File: config.mk
export PLATFORM = sky130hd
export DESIGN_NAME = branch_control_io_decode
export DESIGN_NICKNAME = d
export VERILOG_FILES = /design/src/shared/branch_control_io_decode_pkg.sv /design/src/hdl/branch_control_io_decode.sv
export SDC_FILE = /design/constraint.sdc
export NUM_CORES = 1
export LEC_CHECK = 0
export ABC_AREA = 1
export BUFFER_PORTS_ARGS = -buffer_cell sky130_fd_sc_hd__clkbuf_2
export CAP_MARGIN = 20
export CORE_UTILIZATION = 42
export DETAILED_ROUTE_END_ITERATION = 10
export GPL_TIMING_DRIVEN = 0
export PLACE_DENSITY = 0.79
export SLEW_MARGIN = 25
export SYNTH_ARGS = -nofsm -noshare
export SYNTH_HDL_FRONTEND = slang
export SYNTH_SLANG_ARGS = --single-unit
File: constraint.sdc
create_clock -name mclk -period 1.3 [get_ports mclk]
set_input_delay 0.195 -clock mclk [delete_from_list [all_inputs] [get_ports mclk]]
set_output_delay 0.195 -clock mclk [all_outputs]
set_load 0.1 [all_outputs]
File: src/shared/branch_control_io_decode_pkg.sv
// constants and types for the branch, control and i/o decoder
package branch_control_io_decode_pkg;
  localparam logic [15:0] OP_BR_AUX_NZ = 16'hf400;
  localparam logic [15:0] OP_BR_GE = 16'hfd00;
  localparam logic [15:0] OP_BR_GT = 16'hfc00;
  localparam logic [15:0] OP_BR_IO = 16'hf600;
  localparam logic [15:0] OP_BR_NEG = 16'hfa00;
  localparam logic [15:0] OP_BR_NZ = 16'hfe00;
  localparam logic [15:0] OP_BR_Z = 16'hff00;
  localparam logic [15:0] OP_POP = 16'h7f9d;
  localparam logic [15:0] OP_PUSH = 16'h7f9c;
  localparam logic [7:0] OP_LOAD_STATUS = 8'h7b;
  localparam logic [7:0] OP_DATA_SHIFT = 8'h69;
  localparam logic [4:0] OP_PORT_IN = 5'h08;
  localparam logic [3:0] TARGET_TOP = 4'h0;
  localparam int TARGET_W = 12;
  localparam int INDIRECT_BIT = 7;
  localparam int MEM_FIELD_W = 7;
  localparam int PORT_LSB = 8;
  localparam int PORT_W = 3;
  localparam int BRANCH_CYCLES = 2;
  localparam int STACK_CYCLES = 2;
  localparam int PORT_IN_CYCLES = 2;
  localparam logic [TARGET_W-1:0] RST_TARGET = 12'h000;
  localparam logic [MEM_FIELD_W-1:0] RST_MEM_FIELD = 7'h00;
  localparam logic [PORT_W-1:0] RST_PORT = 3'h0;

  typedef enum logic [2:0] {
    ST_FETCH = 3'b001,
    ST_TARGET = 3'b010,
    ST_HOLD = 3'b100
  } state_e;

  typedef enum logic [2:0] {
    C_AUX_NZ = 3'h0,
    C_GE = 3'h1,
    C_GT = 3'h2,
    C_IO_LOW = 3'h3,
    C_NEG = 3'h4,
    C_NZ = 3'h5,
    C_Z = 3'h6
  } cond_e;
endpackage

File: src/hdl/branch_control_io_decode.sv
// decoder and sequencer for branch, stack, status, move and port-in words
`timescale 1ns/1ps
module branch_control_io_decode (
  input wire logic mclk,
  input wire logic reset_n,
  input wire logic instr_valid,
  input wire logic [15:0] instr_word,
  input wire logic [31:0] acc,
  input wire logic [15:0] aux_value,
  input wire logic io_status,
  output logic word_ready,
  output logic branch_done,
  output logic branch_taken,
  output logic [11:0] branch_target,
  output logic stack_push,
  output logic stack_pop,
  output logic load_status_word,
  output logic data_word_shift,
  output logic port_read,
  output logic [2:0] port_sel,
  output logic mem_indirect,
  output logic [6:0] mem_field,
  output logic foreign_op
);

  // returns {hit, condition} for a first branch word
  function automatic logic [3:0] branch_code(input logic [15:0] w);
    logic [3:0] r;
    r = 4'h0;
    if (w == branch_control_io_decode_pkg::OP_BR_AUX_NZ) begin
      r = {1'b1, branch_control_io_decode_pkg::C_AUX_NZ};
    end else if (w == branch_control_io_decode_pkg::OP_BR_GE) begin
      r = {1'b1, branch_control_io_decode_pkg::C_GE};
    end else if (w == branch_control_io_decode_pkg::OP_BR_GT) begin
      r = {1'b1, branch_control_io_decode_pkg::C_GT};
    end else if (w == branch_control_io_decode_pkg::OP_BR_IO) begin
      r = {1'b1, branch_control_io_decode_pkg::C_IO_LOW};
    end else if (w == branch_control_io_decode_pkg::OP_BR_NEG) begin
      r = {1'b1, branch_control_io_decode_pkg::C_NEG};
    end else if (w == branch_control_io_decode_pkg::OP_BR_NZ) begin
      r = {1'b1, branch_control_io_decode_pkg::C_NZ};
    end else if (w == branch_control_io_decode_pkg::OP_BR_Z) begin
      r = {1'b1, branch_control_io_decode_pkg::C_Z};
    end
    return r;
  endfunction

  function automatic logic cond_met(
    input branch_control_io_decode_pkg::cond_e c,
    input logic [31:0] a,
    input logic [15:0] x,
    input logic io
  );
    logic m;
    m = 1'b0;
    case (c)
      branch_control_io_decode_pkg::C_AUX_NZ: m = (x != 16'h0000);
      branch_control_io_decode_pkg::C_GE: m = !a[31];
      branch_control_io_decode_pkg::C_GT: m = !a[31] && (a != 32'h0000_0000);
      branch_control_io_decode_pkg::C_IO_LOW: m = !io;
      branch_control_io_decode_pkg::C_NEG: m = a[31];
      branch_control_io_decode_pkg::C_NZ: m = (a != 32'h0000_0000);
      branch_control_io_decode_pkg::C_Z: m = (a == 32'h0000_0000);
      default: m = 1'b0;
    endcase
    return m;
  endfunction

  branch_control_io_decode_pkg::state_e state_q, state_d;
  branch_control_io_decode_pkg::cond_e cond_q, cond_d;
  logic [1:0] hold_q, hold_d;
  logic io_meta_q, io_meta_d;
  logic io_sync_q, io_sync_d;
  logic ready_q, ready_d;
  logic done_q, done_d;
  logic taken_q, taken_d;
  logic [11:0] target_q, target_d;
  logic push_q, push_d;
  logic pop_q, pop_d;
  logic status_q, status_d;
  logic shift_q, shift_d;
  logic port_q, port_d;
  logic [2:0] port_sel_q, port_sel_d;
  logic indirect_q, indirect_d;
  logic [6:0] field_q, field_d;
  logic foreign_q, foreign_d;
  logic [3:0] bcode;
  logic take_first;
  logic take_target;
  logic hit_status;
  logic hit_pop;
  logic hit_push;
  logic hit_shift;
  logic hit_port;

  // io status is a pin: two flops before the condition logic
  always_comb begin
    io_meta_d = io_status;
    io_sync_d = io_meta_q;
  end

  always_ff @(posedge mclk or negedge reset_n) begin
    if (!reset_n) begin
      io_meta_q <= 1'b1;
      io_sync_q <= 1'b1;
    end else begin
      io_meta_q <= io_meta_d;
      io_sync_q <= io_sync_d;
    end
  end

  // word decode shared by every group; branch, pop and push words match in full, others by prefix
  // fetch and target states always have ready high, so valid alone takes a word
  always_comb begin
    bcode = branch_code(instr_word);
    take_first = instr_valid && (state_q == branch_control_io_decode_pkg::ST_FETCH);
    take_target = instr_valid && (state_q == branch_control_io_decode_pkg::ST_TARGET);
    hit_status = 1'b0;
    hit_pop = 1'b0;
    hit_push = 1'b0;
    hit_shift = 1'b0;
    hit_port = 1'b0;
    if (!bcode[3]) begin
      if (instr_word[15:8] == branch_control_io_decode_pkg::OP_LOAD_STATUS) begin
        hit_status = 1'b1;
      end else if (instr_word == branch_control_io_decode_pkg::OP_POP) begin
        hit_pop = 1'b1;
      end else if (instr_word == branch_control_io_decode_pkg::OP_PUSH) begin
        hit_push = 1'b1;
      end else if (instr_word[15:8] == branch_control_io_decode_pkg::OP_DATA_SHIFT) begin
        hit_shift = 1'b1;
      end else if (instr_word[15:11] == branch_control_io_decode_pkg::OP_PORT_IN) begin
        hit_port = 1'b1;
      end
    end
  end

  // sequencer: fetch, wait for the target word, or stall a one-word two-cycle op
  always_comb begin
    state_d = state_q;
    cond_d = cond_q;
    hold_d = hold_q;
    case (state_q)
      branch_control_io_decode_pkg::ST_FETCH: begin
        if (take_first && bcode[3]) begin
          cond_d = branch_control_io_decode_pkg::cond_e'(bcode[2:0]);
          state_d = branch_control_io_decode_pkg::ST_TARGET;
        end else if (take_first && hit_pop) begin
          // stall counted from the cycle figure, the word count stays one
          hold_d = 2'(branch_control_io_decode_pkg::STACK_CYCLES - 2);
          state_d = branch_control_io_decode_pkg::ST_HOLD;
        end else if (take_first && hit_push) begin
          hold_d = 2'(branch_control_io_decode_pkg::STACK_CYCLES - 2);
          state_d = branch_control_io_decode_pkg::ST_HOLD;
        end else if (take_first && hit_port) begin
          hold_d = 2'(branch_control_io_decode_pkg::PORT_IN_CYCLES - 2);
          state_d = branch_control_io_decode_pkg::ST_HOLD;
        end
      end
      branch_control_io_decode_pkg::ST_TARGET: begin
        // waits here however long program memory delays the target word
        if (take_target) begin
          state_d = branch_control_io_decode_pkg::ST_FETCH;
        end
      end
      branch_control_io_decode_pkg::ST_HOLD: begin
        // no word is taken while the stall runs down
        if (hold_q == 2'h0) begin
          state_d = branch_control_io_decode_pkg::ST_FETCH;
        end else begin
          hold_d = hold_q - 2'h1;
        end
      end
      default: begin
        state_d = branch_control_io_decode_pkg::ST_FETCH;
      end
    endcase
    ready_d = (state_d != branch_control_io_decode_pkg::ST_HOLD);
  end

  always_ff @(posedge mclk or negedge reset_n) begin
    if (!reset_n) begin
      state_q <= branch_control_io_decode_pkg::ST_FETCH;
      cond_q <= branch_control_io_decode_pkg::C_AUX_NZ;
      hold_q <= 2'h0;
      ready_q <= 1'b1;
    end else begin
      state_q <= state_d;
      cond_q <= cond_d;
      hold_q <= hold_d;
      ready_q <= ready_d;
    end
  end

  // one-cycle strobes to the datapath, a cycle after the deciding word
  always_comb begin
    done_d = take_target;
    status_d = take_first && hit_status;
    pop_d = take_first && hit_pop;
    push_d = take_first && hit_push;
    shift_d = take_first && hit_shift;
    port_d = take_first && hit_port;
    // another unit's opcode; flagged so a decode gap shows up
    foreign_d = take_first && !bcode[3] && !(hit_status || hit_pop || hit_push || hit_shift
      || hit_port);
  end

  always_ff @(posedge mclk or negedge reset_n) begin
    if (!reset_n) begin
      done_q <= 1'b0;
      push_q <= 1'b0;
      pop_q <= 1'b0;
      status_q <= 1'b0;
      shift_q <= 1'b0;
      port_q <= 1'b0;
      foreign_q <= 1'b0;
    end else begin
      done_q <= done_d;
      push_q <= push_d;
      pop_q <= pop_d;
      status_q <= status_d;
      shift_q <= shift_d;
      port_q <= port_d;
      foreign_q <= foreign_d;
    end
  end

  // condition sampled with the second word so the acc has settled
  always_comb begin
    taken_d = 1'b0;
    target_d = target_q;
    if (take_target) begin
      taken_d = cond_met(cond_q, acc, aux_value, io_sync_q);
      target_d = instr_word[branch_control_io_decode_pkg::TARGET_W-1:0];
    end
  end

  always_ff @(posedge mclk or negedge reset_n) begin
    if (!reset_n) begin
      taken_q <= 1'b0;
      target_q <= branch_control_io_decode_pkg::RST_TARGET;
    end else begin
      taken_q <= taken_d;
      target_q <= target_d;
    end
  end

  // fields latched for every first word; only memory ops use them downstream
  // port number held until the next port read, so it can be decoded late
  always_comb begin
    indirect_d = indirect_q;
    field_d = field_q;
    port_sel_d = port_sel_q;
    if (take_first) begin
      indirect_d = instr_word[branch_control_io_decode_pkg::INDIRECT_BIT];
      field_d = instr_word[branch_control_io_decode_pkg::MEM_FIELD_W-1:0];
    end
    if (take_first && hit_port) begin
      port_sel_d = instr_word[branch_control_io_decode_pkg::PORT_LSB +:
        branch_control_io_decode_pkg::PORT_W];
    end
  end

  always_ff @(posedge mclk or negedge reset_n) begin
    if (!reset_n) begin
      indirect_q <= 1'b0;
      field_q <= branch_control_io_decode_pkg::RST_MEM_FIELD;
      port_sel_q <= branch_control_io_decode_pkg::RST_PORT;
    end else begin
      indirect_q <= indirect_d;
      field_q <= field_d;
      port_sel_q <= port_sel_d;
    end
  end

  assign word_ready = ready_q;
  assign branch_done = done_q;
  assign branch_taken = taken_q;
  assign branch_target = target_q;
  assign stack_push = push_q;
  assign stack_pop = pop_q;
  assign load_status_word = status_q;
  assign data_word_shift = shift_q;
  assign port_read = port_q;
  assign port_sel = port_sel_q;
  assign mem_indirect = indirect_q;
  assign mem_field = field_q;
  assign foreign_op = foreign_q;

endmodule // branch_control_io_decode

==> metrics.txt <==
Area Growth Syn to Fin=40.5%; setup ws final=-81.7 ps; die width=74.7 µm; FMAX=724 MHz; GP Congestion=0.859; cell count of the worst reg-to-reg path=10; io pins=100; Post-Place Cells=463; largest net degree at the start of global routing=43; Yosys reg bits=42; Total GRT Usage=0.206; Synth Instances=294; Tightest Hold Check Type=input port to flip-flop; site row count=26; layout cells sized above 1=0.392; HPWL after detailed placement=3850 µm; # diodes=0; CORE AREA=5110 µm²; Worst-Skew Late Latency=300 ps; H-Tree Depth=2; Final Slew Violations=0; unrepaired setup endpoints after global routing=true; Die ar.=5580 µm²; Syn Nets=363; failing checks=negative setup slack; CP arrival=1620 ps; synth unique cells=29; vias in the first global route=1997; Layout Nets=481; count of final setup violators=9; Port Buffer Count=99; Initial DRT Pass Iterations=4; CTS Buf Count=5; clock root buffer=clkbuf_8; EDFF count, synth=0; CTS sink cnt=42; ys flop type=dfrtp_1; kind of critical path=flip-flop to flip-flop; synth cell count leaders=nand2_1 (91), nor2_1 (57), dfrtp_1 (38), inv_1 (23), o21ai_0 (13); outcome=complete, but fails checks; first-pass GRT wire length=8540 µm; async set-reset flop share out of synthesis=1.00; clk_skew=4.56 ps; starting density of the core=0.435; top post-synthesis cells by area=dfrtp_1 (43%), nand2_1 (15%), nor2_1 (9.6%); Synth Cell Area=2220 µm²; total gr overflow=0; Final Hold Fails=0; slew at the pin closest to its max-slew limit=539 ps; most common cell in the synthesized netlist=nand2_1; total wire length after detailed routing=5270 µm; post-route setup TNS=-354 ps; 1st-iter DRT viols=97; initial antenna violation count=0; Static Leak=1.70 nW; Clock transition at path regs=80 ps; critical path endpoint category=flip-flop; period utilization=1.06; max cap viols=0; Layout Cells excl Fill=483; CTS tree=yes; crit-path max FO=4; Syn. warnings=0; Cell Area, Placed=2800 µm²; die span in y=74.7 µm; startpoint types=flip-flop; Yosys top cell area share=0.428; Max Buffers Root-to-Sink=2; maximum vdd drop=1.44 mV; PD cells=1440 nW/µm²; Post-Syn Area per Cell=7.55 µm²; post-synth top area cell=dfrtp_1; DRC viols=0; sequential cell area fraction in the yosys report=0.476; mean routed wirelength per cell=10.9 µm; Vias=2259; final instance area=3120 µm²; Rel. slew slack=0.641; total power=4.48 mW; Final ANT Viol Nets=0; Cells on Worst Hold Path=3; Via density=4.68; CP Data Required Time=1540 ps; min cycle time layout=1380 ps
==> where the power goes <==
group	leakage [nW]	switching [mW]	internal, mW	total (mW)
clock	0.0524	0.433	0.574	1.01
combinational	1.09	1.44	0.468	1.91
sequential	0.550	0.0962	1.48	1.57
total	1.70	1.97	2.52	4.48
==> stage by stage <==
step                      hold WS [ps]  utilization  worst slack, ps
final                              142        0.611            -81.7
after global routing               158        0.611             -171
after CTS                         93.8        0.601            -90.9
after detailed placement           285        0.549             -207
after global placement             284        0.549             -166
after floorplan                   -101            -            -54.8
==> routing by layer <==
layer | global-route usage | vias up | part of all wire
li1 | - | 1152 | -
met1 | 0.242 | 1037 | 0.43
met2 | 0.362 | 60 | 0.51
met3 | 0.0428 | 10 | 0.048
met4 | 0.0943 | 0 | 0.019
met5 | 0 | - | 0
==> worst max-delay path, cell delays in order, from the launching register on <==
cell and delay, ps:
dfstp_2 580, nand3_4 100, inv_4 80, nand2_4 60
nor2_4 130, nor2_2 50, nand3_2 70, nand2_4 70
nand2_4 70, nand2_1 50, nand2_1 50
==> cell usage in the layout, fill, tap and decap left out, types with 3 or more instances in the layout <==
master / instances
o21ai_0: 10
buf_4: 10
nand2_4: 4
nand2_1: 89
dfstp_2: 4
nand2_2: 7
nand3_1: 10
nor2_2: 6
nor2_4: 3
nor3_2: 3
clkbuf_4: 23
o21ai_2: 3
buf_2: 7
dfrtp_1: 38
nor2_1: 56
a21oi_1: 4
o21ai_1: 8
inv_2: 9
clkbuf_8: 6
clkbuf_2: 68
nand4_1: 5
inv_1: 21
==> final cells by class <==
class	count	area, µm²
Inverter	31	119
Multi-Input combinational cell	218	1050
Clock buffer	7	76.3
Fill cell	477	1990
Timing Repair Buffer	111	676
Tap cell	70	87.6
Buffer	3	23.8
Clock inverter	1	30.0
Sequential cell	42	1060
==> worst paths after layout <==
path	start	to	slack [ps]
setup / recovery	state_q[0]	hold_q[0]	-80
hold reg to reg	io_meta_q	io_sync_q	360
min in group asynchronous	reset_n	port_sel[0]	420
setup reg to reg	state_q[0]	hold_q[0]	-80
hold / removal	instr_word[4]	branch_target[4]	140
max in group asynchronous	reset_n	io_sync_q	490
==> registers in the layout, indices dropped and copies added, names as in the netlist <==
| register | cells |
|---|---|
| branch_target | 12 |
| mem_field | 7 |
| cond_q | 3 |
| port_sel | 3 |
| state_q | 3 |
| hold_q | 2 |
| branch_done | 1 |
| branch_taken | 1 |
| data_word_shift | 1 |
| foreign_op | 1 |
| io_meta_q | 1 |
| io_sync_q | 1 |
| load_status_word | 1 |
| mem_indirect | 1 |
| port_read | 1 |
| stack_pop | 1 |
| stack_push | 1 |
| word_ready | 1 |
==> timing repair <==
action | 4_1_cts | 5_1_grt
hold endpoints to repair | 1 | 38
setup endpoints to repair | 58 | 41
hold buffers | 1 | 1
pin swaps | 6 | 2
buffers inserted | 8 | 2
gates resized for setup | 31 | 19
cloned | 0 | 0
==> cell families (layout without fill, tap and decap cells) <==
kind of cell | Yosys count | in the layout | share of synthesized area
flip-flops | 42 | 42 | 0.476
buffers and inverters | 34 | 153 | 0.0592
AO/OA/AOI/OAI | 27 | 27 | 0.0660
adder cells (fa/ha/maj) | 1 | 1 | 0.00564
AND/OR/NAND/NOR | 190 | 190 | 0.393
No activity file was read; power rests on OpenSTA's default activity.
